### src/pkg/pin_ctrl_pkg.sv
// Shared constants and carrier types for the pin strap and wake-up control block.
// Assumes a 40 MHz reference clock and a classic Wishbone master with 32-bit data.
package pin_ctrl_pkg;

  // Clock rate and LED stretch time.
  localparam int CLK_KHZ            = 40000;
  localparam int LED_STRETCH_US     = 50000;
  localparam int LED_STRETCH_CYCLES = LED_STRETCH_US * (CLK_KHZ / 1000);

  // Register byte offsets.
  localparam logic [7:0] ADDR_CONTROL   = 8'h00;
  localparam logic [7:0] ADDR_CONFIG    = 8'h04;
  localparam logic [7:0] ADDR_FUNC_OPT  = 8'h08;
  localparam logic [7:0] ADDR_FUNC_STAT = 8'h0c;
  localparam logic [7:0] ADDR_STRAPS    = 8'h10;
  localparam logic [7:0] ADDR_IRQ_STAT  = 8'h14;
  localparam logic [7:0] ADDR_IRQ_MASK  = 8'h18;

  // Field positions.
  localparam int CTL_WAKE_EN_BIT = 0;
  localparam int CTL_PWR_DN_BIT  = 1;
  localparam int CFG_WIDE_BIT    = 7;
  localparam int FOPT_FEN_BIT    = 0;
  localparam int FSTAT_PD_BIT    = 2;

  // Interrupt events.
  localparam int EV_W         = 3;
  localparam int EV_WAKE_BIT  = 0;
  localparam int EV_ARM_BIT   = 1;
  localparam int EV_DISARM_BIT = 2;

  // Values after reset.
  localparam logic            RST_WAKE_EN  = 1'b0;
  localparam logic            RST_CTL_PD   = 1'b0;
  localparam logic            RST_CFG_WIDE = 1'b0;
  localparam logic            RST_FEN      = 1'b0;
  localparam logic            RST_FPD      = 1'b0;
  localparam logic [EV_W-1:0] RST_IRQ_MASK = 3'h0;

  // Number of pin inputs that pass the synchroniser.
  localparam int SYNC_W = 15;

  typedef struct packed {
    logic        cyc;
    logic        stb;
    logic        we;
    logic [7:0]  adr;
    logic [3:0]  sel;
    logic [31:0] dat;
  } wb_req_t;

  typedef struct packed {
    logic        ack;
    logic [31:0] dat;
  } wb_rsp_t;

  // Output half of a two-way or open-drain pin.
  typedef struct packed {
    logic out;
    logic oe;
  } pin_drive_t;

endpackage

### src/rtl/pin_sync.sv
// Two-stage synchroniser for a group of pin inputs.
// Assumes each bit is an independent level from outside the clock domain.
`timescale 1ns/1ps
module pin_sync
  import pin_ctrl_pkg::*;
#(
  parameter int           W       = 1,
  parameter logic [W-1:0] RST_VAL = '1
) (
  input  wire logic         i_ref_clk,
  input  wire logic         i_rst_n,
  input  wire logic         i_clk_en,
  input  wire logic [W-1:0] i_async,
  output logic      [W-1:0] o_sync
);

  typedef struct packed {
    logic [W-1:0] meta;
    logic [W-1:0] safe;
  } sync_state_t;

  sync_state_t st;
  sync_state_t next_st;

  // The first stage feeds only the second stage.
  always_comb begin
    next_st      = st;
    next_st.meta = i_async;
    next_st.safe = st.meta;
  end

  // State register, reset to the pulled-up idle levels.
  always_ff @(posedge i_ref_clk or negedge i_rst_n) begin
    if (!i_rst_n) begin
      st <= {RST_VAL, RST_VAL};
    end else if (i_clk_en) begin
      st <= next_st;
    end
  end

  assign o_sync = st.safe;

endmodule // pin_sync

### src/rtl/led_stretch.sv
// Retriggerable pulse stretcher for an activity LED.
// Assumes the trigger is already synchronous to the clock.
`timescale 1ns/1ps
module led_stretch
  import pin_ctrl_pkg::*;
#(
  parameter int CYCLES = LED_STRETCH_CYCLES
) (
  input  wire logic i_ref_clk,
  input  wire logic i_rst_n,
  input  wire logic i_clk_en,
  input  wire logic i_trig,
  output logic      o_active
);

  localparam int CW = $clog2(CYCLES + 1);

  typedef struct packed {
    logic [CW-1:0] cnt;
    logic          active;
  } stretch_state_t;

  stretch_state_t st;
  stretch_state_t next_st;

  // Reload while the access lasts, then count down to zero.
  always_comb begin
    next_st = st;
    if (i_trig) begin
      next_st.cnt = CW'(CYCLES);
    end else if (st.cnt != '0) begin
      next_st.cnt = st.cnt - CW'(1);
    end
    next_st.active = i_trig | (next_st.cnt != '0);
  end

  // State register.
  always_ff @(posedge i_ref_clk or negedge i_rst_n) begin
    if (!i_rst_n) begin
      st <= '0;
    end else if (i_clk_en) begin
      st <= next_st;
    end
  end

  assign o_active = st.active;

endmodule // led_stretch

### src/rtl/pin_strap_wakeup_control.sv
// Pin-level control: activity LED, bus-width and EEPROM straps, codec select,
// power-down input and wake-up arming, with a Wishbone register file.
// Assumes a classic Wishbone master on the same clock and pins from outside it.
//
// Register access over Wishbone and the register addresses were decided locally.
`timescale 1ns/1ps

// Behaviour
// - ISA mode: LED lights on I/O strobe with AEN low and valid decode.
// - PCMCIA mode: LED lights on I/O access when register select low and function enabled.
// - Each LED pulse is stretched beyond the access that caused it.
// - EEPROM access is allowed only while the EEPROM-enable strap is high.
// - Bus is 16 bits when the width strap is low, else 8 bits.
// - Software or EEPROM contents (ISA only) may also select the 16-bit bus.
// - Codec-select strap low picks external codec, open picks internal codec.
// - External codec: shared transmit pins are collision and carrier sense inputs.
// - External codec supplies receive data and clocks; device drives transmit data.
// - Internal codec: shared pins drive receive-activity and link-status LEDs.
// - Internal codec: power-down input high or open keeps the device powered down.
// - Arming pin low enables wake frame detection and powers the network down.
// - While armed, the pin overrides wake, power-down and function-enable bits.
// - On disarm, wake, both power-down bits clear and function enable sets.
// - Wake output rises when armed and a valid wake frame is detected.
// - Wake output holds high until the arming pin is released.
module pin_strap_wakeup_control
  import pin_ctrl_pkg::*;
#(
  parameter int STRETCH_CYCLES = LED_STRETCH_CYCLES
) (
  input  wire logic    i_ref_clk,
  input  wire logic    i_rst_n,
  input  wire logic    i_clk_en,
  input  wire wb_req_t i_wb,
  output wb_rsp_t      o_wb,
  input  wire logic    i_pcmcia_mode,
  input  wire logic    i_io_rd_n,
  input  wire logic    i_io_wr_n,
  input  wire logic    i_aen,
  input  wire logic    i_addr_valid,
  input  wire logic    i_reg_n,
  input  wire logic    i_eeprom_enable_strap,
  input  wire logic    i_wide_bus_strap_n,
  input  wire logic    i_external_codec_select_n,
  input  wire logic    i_power_down_or_tx_clock,
  input  wire logic    i_wake_arm_n,
  input  wire logic    i_aui_tx_pos_or_collision_n,
  input  wire logic    i_aui_tx_neg_or_carrier_n,
  input  wire logic    i_board_led_or_rx_data,
  input  wire logic    i_rx_led_or_rx_clock,
  input  wire logic    i_eeprom_wide,
  input  wire logic    i_wake_frame,
  input  wire logic    i_rx_activity,
  input  wire logic    i_link_up,
  input  wire logic    i_tx_data,
  output pin_drive_t   o_board_activity_led_n,
  output pin_drive_t   o_receive_activity_led_n,
  output pin_drive_t   o_link_status_led_n,
  output logic         o_wide_bus,
  output logic         o_eeprom_access_enable,
  output logic         o_external_codec,
  output logic         o_net_power_down,
  output logic         o_wake_detect_enable,
  output logic         o_wake,
  output logic         o_collision,
  output logic         o_carrier_sense,
  output logic         o_ext_rx_data,
  output logic         o_ext_codec_rx_clock,
  output logic         o_ext_codec_tx_clock,
  output logic         o_irq
);

  typedef struct packed {
    wb_rsp_t         wb;
    logic            wake_en;
    logic            ctl_pd;
    logic            cfg_wide;
    logic            fen;
    logic            fpd;
    logic [EV_W-1:0] irq_stat;
    logic [EV_W-1:0] irq_mask;
    logic            armed;
    logic            wake;
    pin_drive_t      bled;
    pin_drive_t      rxled;
    pin_drive_t      lnkled;
    logic            wide;
    logic            eep;
    logic            ext;
    logic            npd;
    logic            wden;
    logic            col;
    logic            crs;
    logic            rxd;
    logic            rx_clk;
    logic            tx_clk;
    logic            irq;
  } ctrl_state_t;

  ctrl_state_t       st;
  ctrl_state_t       next_st;
  logic        [1:0] rst_pipe;
  logic              rst_n;
  logic [SYNC_W-1:0] pins;
  logic              led_on;

  // Release the asynchronous reset through two flip-flops.
  always_ff @(posedge i_ref_clk or negedge i_rst_n) begin
    if (!i_rst_n) begin
      rst_pipe <= 2'b00;
    end else begin
      rst_pipe <= {rst_pipe[0], 1'b1};
    end
  end

  assign rst_n = rst_pipe[1];

  // All pin inputs pass two flip-flops before use.
  pin_sync #(
    .W       (SYNC_W),
    .RST_VAL ('1)
  ) u_sync (
    .i_ref_clk (i_ref_clk),
    .i_rst_n   (rst_n),
    .i_clk_en  (i_clk_en),
    .i_async   ({i_pcmcia_mode, i_io_rd_n, i_io_wr_n, i_aen, i_addr_valid,
                 i_reg_n, i_eeprom_enable_strap, i_wide_bus_strap_n,
                 i_external_codec_select_n, i_power_down_or_tx_clock,
                 i_wake_arm_n, i_aui_tx_pos_or_collision_n,
                 i_aui_tx_neg_or_carrier_n, i_board_led_or_rx_data,
                 i_rx_led_or_rx_clock}),
    .o_sync    (pins)
  );

  // Synchronised pin levels by name.
  logic pcmcia;
  logic rd_n;
  logic wr_n;
  logic aen;
  logic addr_ok;
  logic reg_n;
  logic eep_strap;
  logic wide_n;
  logic xsel_n;
  logic pd_pin;
  logic arm_n;
  logic col_n;
  logic crs_n;
  logic pin_rxd;
  logic pin_rx_clk;

  assign {pcmcia, rd_n, wr_n, aen, addr_ok, reg_n, eep_strap, wide_n,
          xsel_n, pd_pin, arm_n, col_n, crs_n, pin_rxd, pin_rx_clk} = pins;

  // Access detection for the board-activity LED.
  logic io_strobe;
  logic access;

  assign io_strobe = ~rd_n | ~wr_n;
  assign access    = pcmcia ? (io_strobe & ~reg_n & st.fen)
                            : (io_strobe & ~aen & addr_ok);

  led_stretch #(
    .CYCLES (STRETCH_CYCLES)
  ) u_stretch (
    .i_ref_clk (i_ref_clk),
    .i_rst_n   (rst_n),
    .i_clk_en  (i_clk_en),
    .i_trig    (access),
    .o_active  (led_on)
  );

  // Bus decode terms.
  logic            hit;
  logic            wr;
  logic            rd;
  logic            arm;
  logic            ext;
  logic [EV_W-1:0] ev;
  logic [EV_W-1:0] rclr;
  logic [31:0]     rdata;

  assign hit = i_wb.cyc & i_wb.stb & ~st.wb.ack;
  assign wr  = hit & i_wb.we & i_wb.sel[0];
  assign rd  = hit & ~i_wb.we;
  assign arm = ~arm_n;
  assign ext = ~xsel_n;

  // Read multiplexer; unmapped offsets read zero.
  always_comb begin
    rdata = '0;
    unique case (i_wb.adr)
      ADDR_CONTROL: begin
        rdata[CTL_WAKE_EN_BIT] = st.wake_en;
        rdata[CTL_PWR_DN_BIT]  = st.ctl_pd;
      end
      ADDR_CONFIG: begin
        rdata[CFG_WIDE_BIT] = st.cfg_wide;
      end
      ADDR_FUNC_OPT: begin
        rdata[FOPT_FEN_BIT] = st.fen;
      end
      ADDR_FUNC_STAT: begin
        rdata[FSTAT_PD_BIT] = st.fpd;
      end
      ADDR_STRAPS: begin
        rdata[5:0] = {st.wake, st.armed, st.npd, st.eep, st.ext, st.wide};
      end
      ADDR_IRQ_STAT: begin
        rdata[EV_W-1:0] = st.irq_stat;
      end
      ADDR_IRQ_MASK: begin
        rdata[EV_W-1:0] = st.irq_mask;
      end
      default: begin
        rdata = '0;
      end
    endcase
  end

  // Events that set the sticky interrupt bits.
  always_comb begin
    ev                = '0;
    ev[EV_WAKE_BIT]   = arm & i_wake_frame & ~st.wake;
    ev[EV_ARM_BIT]    = arm & ~st.armed;
    ev[EV_DISARM_BIT] = ~arm & st.armed;
    rclr              = '0;
    if (rd && i_wb.adr == ADDR_IRQ_STAT) begin
      rclr = st.irq_stat;
    end
  end

  // Next-state logic for registers, pins and flags.
  always_comb begin
    next_st = st;

    // One-cycle acknowledge for every request, mapped or not.
    next_st.wb.ack = hit;
    next_st.wb.dat = rd ? rdata : '0;

    // Software writes, ignored for overridden bits while armed.
    if (wr && !arm) begin
      unique case (i_wb.adr)
        ADDR_CONTROL: begin
          next_st.wake_en = i_wb.dat[CTL_WAKE_EN_BIT];
          next_st.ctl_pd  = i_wb.dat[CTL_PWR_DN_BIT];
        end
        ADDR_FUNC_OPT: begin
          next_st.fen = i_wb.dat[FOPT_FEN_BIT];
        end
        ADDR_FUNC_STAT: begin
          next_st.fpd = i_wb.dat[FSTAT_PD_BIT];
        end
        default: begin
          next_st.fen = st.fen;
        end
      endcase
    end
    if (wr && i_wb.adr == ADDR_CONFIG) begin
      next_st.cfg_wide = i_wb.dat[CFG_WIDE_BIT];
    end
    if (wr && i_wb.adr == ADDR_IRQ_MASK) begin
      next_st.irq_mask = i_wb.dat[EV_W-1:0];
    end

    // The arming pin forces the control bits while it is held low.
    if (arm) begin
      next_st.wake_en = 1'b1;
      next_st.ctl_pd  = 1'b1;
      next_st.fpd     = 1'b1;
      next_st.fen     = 1'b0;
    end else if (st.armed) begin
      next_st.wake_en = 1'b0;
      next_st.ctl_pd  = 1'b0;
      next_st.fpd     = 1'b0;
      next_st.fen     = 1'b1;
    end
    next_st.armed = arm;
    next_st.wden  = arm;

    // Wake output latches on a detected frame and drops on disarm.
    if (!arm) begin
      next_st.wake = 1'b0;
    end else if (i_wake_frame) begin
      next_st.wake = 1'b1;
    end

    // Straps and bus width.
    next_st.eep  = eep_strap;
    next_st.ext  = ext;
    next_st.wide = ~wide_n | st.cfg_wide | (~pcmcia & i_eeprom_wide);

    // Network power-down from the pin, the control bits and arming.
    next_st.npd = arm | st.ctl_pd | st.fpd | (~ext & pd_pin);

    // Shared pins: LEDs sink current on the internal codec.
    next_st.bled.out   = 1'b0;
    next_st.bled.oe    = ~ext & led_on;
    next_st.rxled.out  = 1'b0;
    next_st.rxled.oe   = ~ext & i_rx_activity;
    next_st.lnkled.out = ext ? i_tx_data : 1'b0;
    next_st.lnkled.oe  = ext | i_link_up;

    // Codec inputs on the external codec, idle otherwise.
    next_st.col    = ext & ~col_n;
    next_st.crs    = ext & ~crs_n;
    next_st.rxd    = ext & pin_rxd;
    next_st.rx_clk = ext & pin_rx_clk;
    next_st.tx_clk = ext & pd_pin;

    // Sticky interrupt bits; a new event wins over the read clear.
    next_st.irq_stat = (st.irq_stat & ~rclr) | ev;
    next_st.irq      = |(next_st.irq_stat & next_st.irq_mask);
  end

  // State register.
  always_ff @(posedge i_ref_clk or negedge rst_n) begin
    if (!rst_n) begin
      st          <= '0;
      st.wake_en  <= RST_WAKE_EN;
      st.ctl_pd   <= RST_CTL_PD;
      st.cfg_wide <= RST_CFG_WIDE;
      st.fen      <= RST_FEN;
      st.fpd      <= RST_FPD;
      st.irq_mask <= RST_IRQ_MASK;
    end else if (i_clk_en) begin
      st <= next_st;
    end
  end

  // Outputs come straight from the state register.
  assign o_wb                     = st.wb;
  assign o_board_activity_led_n   = st.bled;
  assign o_receive_activity_led_n = st.rxled;
  assign o_link_status_led_n      = st.lnkled;
  assign o_wide_bus               = st.wide;
  assign o_eeprom_access_enable   = st.eep;
  assign o_external_codec         = st.ext;
  assign o_net_power_down         = st.npd;
  assign o_wake_detect_enable     = st.wden;
  assign o_wake                   = st.wake;
  assign o_collision              = st.col;
  assign o_carrier_sense          = st.crs;
  assign o_ext_rx_data            = st.rxd;
  assign o_ext_codec_rx_clock     = st.rx_clk;
  assign o_ext_codec_tx_clock     = st.tx_clk;
  assign o_irq                    = st.irq;

endmodule // pin_strap_wakeup_control

### config.mk
export PLATFORM = sky130hd
export DESIGN_NAME = pin_strap_wakeup_control
export DESIGN_NICKNAME = d
export VERILOG_FILES = /design/src/pkg/pin_ctrl_pkg.sv /design/src/rtl/pin_sync.sv /design/src/rtl/led_stretch.sv /design/src/rtl/pin_strap_wakeup_control.sv
export SDC_FILE = /design/constraint.sdc
export NUM_CORES = 1
export LEC_CHECK = 0
export BUFFER_PORTS_ARGS = -buffer_cell sky130_fd_sc_hd__clkbuf_2
export CELL_PAD_IN_SITES_DETAIL_PLACEMENT = 1
export CELL_PAD_IN_SITES_GLOBAL_PLACEMENT = 1
export CORE_MARGIN = 4
export CORE_UTILIZATION = 30
export CTS_CLUSTER_DIAMETER = 120
export DETAILED_ROUTE_END_ITERATION = 10
export GPL_ROUTABILITY_DRIVEN = 1
export PLACE_DENSITY_LB_ADDON = 0.1
export SETUP_SLACK_MARGIN = 0.3
export SYNTH_ARGS = -nofsm -noshare
export SYNTH_HDL_FRONTEND = slang
export SYNTH_SLANG_ARGS = --single-unit
### constraint.sdc
create_clock -name i_ref_clk -period 5.6 [get_ports i_ref_clk]
set_input_delay 1.12 -clock i_ref_clk [delete_from_list [all_inputs] [get_ports i_ref_clk]]
set_output_delay 1.12 -clock i_ref_clk [all_outputs]
set_load 0.05 [all_outputs]
==> out/results.txt <==
Outcome = finished, final reports clean
Rows = 45
Cell leakage power = 2.235 nW
Synth cell types = 61
Post-route DRC violation count = 0
# diodes = 0
Clock slew at reported path FFs = 80 ps
Worst Tran Pin Value = 1004 ps
R2r endpoint = u_stretch.o_active
TritonCTS clock tree = yes
Clock period minus worst slack = 2996 ps
Pwr Density = 385.2 mW/mm^2
Die Wd = 132.7 microns
# Max-Cap Violations = 0
Post-synth top cells = dfrtp_1 (59), o21ai_0 (43), buf_4 (39), nor2_1 (39), mux2_2 (35)
Fin crit share = 0.5350
Slowest CP cell = nor4_1
Critical path peak fanout = 5
Postcts setup bufs = 0
Worst vdd ir = 179.8 uV
CP Capture Point = st[21]
Share of post-route cells with drive strength above 1 = 0.3196
CTS sink cnt = 89
Post-synth ARST share = 1.000
Multiplexer area fraction after synthesis = 0.1016
Slew Limit Fails = 0
CP Depth = 6
Total GRT Usage = 0.1425
Die H = 132.7 microns
Antenna-violating nets left = 0
Ys flop type = dfrtp_1
Part of the Yosys area used for sequential elements = 0.4854
Inserted Clock Buffers = 9
Largest net degree at the start of global routing = 50
Worst-Skew Late Latency = 350 ps
Worst setup SP type = primary input
CP Launch Point = i_wb[37]
Dpl hpwl = 8444 microns
Largest family of logic cells by synthesized area = compound AO/OA/AOI/OAI gates
Synthesized flop and latch total = 89
Crit path capture type = flop
Cts hold-fix bufs = 0
WL final = 11930 microns
CP Class = in2reg
Post-Syn Area = 0.004666 sq mm
Via count = 3566
Worst R2R Start = u_stretch.st[1]
Reg2reg path depth = 8
Starting density of the core = 0.3069
Cells after Synth = 459
# fillers = 1732
Number of global-route vias before repair = 3714
Vias per inst = 5.109
CP required = 5840 ps
IO Count = 121
GRT Residual Overflow = 0
Delay-heaviest family, CP = simple AND/OR/NAND/NOR gates
Core Area = 0.01520 sq mm
Dominant cell by count in the synthesized netlist = dfrtp_1
First-pass GRT wire length = 20290 microns
Simple-gate share of the synthesized area = 0.1411
Synth area leaders = dfrtp_1 (32%), dfstp_2 (17%), mux2_2 (8.4%)
Worst Skew = 11.13 ps
Synth Area in Compound Gates = 0.1657
RSZ-0062 raised after global routing = false
Final setup violation count = 0
Initial drt markers = 142
Worst rel slew slack = 0.3245
# H-tree levels = 3
Number of synthesized flops with an enable pin = 0
Buffers on Ports = 62
Fin. Hold Viols = 0
Post-placement cell count = 682
Avg Cell Area, Syn = 10.16 sq um
Net count, final = 576
Synth area leader = dfrtp_1
Final cell count without fillers = 698
Critical path arrival = 3230 ps
CTS root buffer = clkbuf_16
Synth Area in XOR/XNOR = 0.005632
Yosys top cell area share = 0.3164
Synth warn = 0
Max Fclk = 333.8 MHz
Initial antenna violation count = 0
Setup TNS = 0 ps
Max Root-Sink Buffers = 2
Post-cts resize count = 0
Crit path buf inv count = 1
Pre-antenna DRT Iters = 4
Adder-Cell Fraction of Synth Area = 0.004827
CP max stage delay = 910 ps
WL/cell = 17.09 microns
Critical path, cell by cell = clkbuf_2 -> nor3_1 -> nand3_1 -> nor4_1 -> nand2_1 -> mux2_2
Die area = 0.01761 sq mm
Hold Crit Class = reg2async
Worst reg2reg setup slack = 2670 ps
RePlAce Congestion = 0.7907
Area grow syn2layout = 13.54%
-- report_power, final --
| part | leakage (nW) | switching (W) | internal, W | total (W) |
|---|---|---|---|---|
| Clock | 0.158 | 0.000272 | 0.000374 | 0.000647 |
| Sequential | 1.02 | 0.000130 | 0.000756 | 0.000886 |
| Combinational | 1.06 | 0.000323 | 0.000186 | 0.000508 |
| Total | 2.24 | 0.000725 | 0.00132 | 0.00204 |
-- worst min-delay path by stage --
stage               slack [ps]                   endpoint         from  depth (start not counted)
floorplan                  330                rst_pipe[1]  rst_pipe[0]                          0
global placement           340  o_board_activity_led_n[0]  rst_pipe[1]                          0
detailed placement         340  o_board_activity_led_n[0]  rst_pipe[1]                          0
CTS                        350         u_stretch.o_active  rst_pipe[1]                          0
global route               360                rst_pipe[1]  rst_pipe[0]                          0
finish                     310  o_board_activity_led_n[0]  rst_pipe[1]                          0
-- cells in the final DEF (no fill, tap or decap), drive strengths merged, types with 8 or more instances in the layout --
cell type,n
mux2i,8
a21oi,26
o31ai,8
dfrtp,59
conb,28
dfstp,30
nor2,40
o21ai,44
mux2,35
inv,20
nand3,11
nand2,21
a31oi,8
clkbuf,73
nor3,11
-- layer usage --
layer | track usage | share of wire | vias up
li1 | - | - | 1681
met1 | 0.2062 | 0.49 | 1799
met2 | 0.2201 | 0.46 | 81
met3 | 0.03004 | 0.042 | 5
met4 | 0.03118 | 0.0075 | 0
met5 | 0 | 0 | -
-- flip-flops by register name (all words and copies together), names as in the netlist, 2 cells and up --
register / count
rst_pipe: 2
o_wb: 8
u_sync.next_st: 15
u_sync.o_sync: 15
u_stretch.st: 21
st: 11
o_link_status_led_n: 2
-- per-stage QoR --
step,hold WS [ps],util,power [W],setup WS [ps],instance area (sq um)
2_1_floorplan,331.2,-,0.001282,2787,4763
3_3_place_gp,336.8,0.3278,0.001400,2266,4984
3_5_place_dp,340.7,0.3278,0.001411,2226,4984
4_1_cts,348.8,0.3485,0.002077,2587,5298
5_1_grt,359.5,0.3485,0.002177,2359,5298
6_report,312.9,0.3485,0.002041,2604,5298
-- logic make-up after synthesis --
logic type	after synthesis
simple gates	121
fa+ha+maj	2
xor+xnor	3
buf+inv	76
other cells	2
flops	89
compound gates	123
mux	43
-- final cells by class --
class | instances | area [sq um] | share of cell area
Inverter | 18 | 67.56 | 0.01275
Tap cell | 188 | 235.2 | 0.04440
Clock buffer | 11 | 252.7 | 0.04771
Sequential cell | 89 | 2268 | 0.4282
Clock inverter | 5 | 61.31 | 0.01157
Timing Repair Buffer | 67 | 347.8 | 0.06566
Multi-Input combinational cell | 320 | 2064 | 0.3897
No activity file was read; power rests on OpenSTA's default activity.
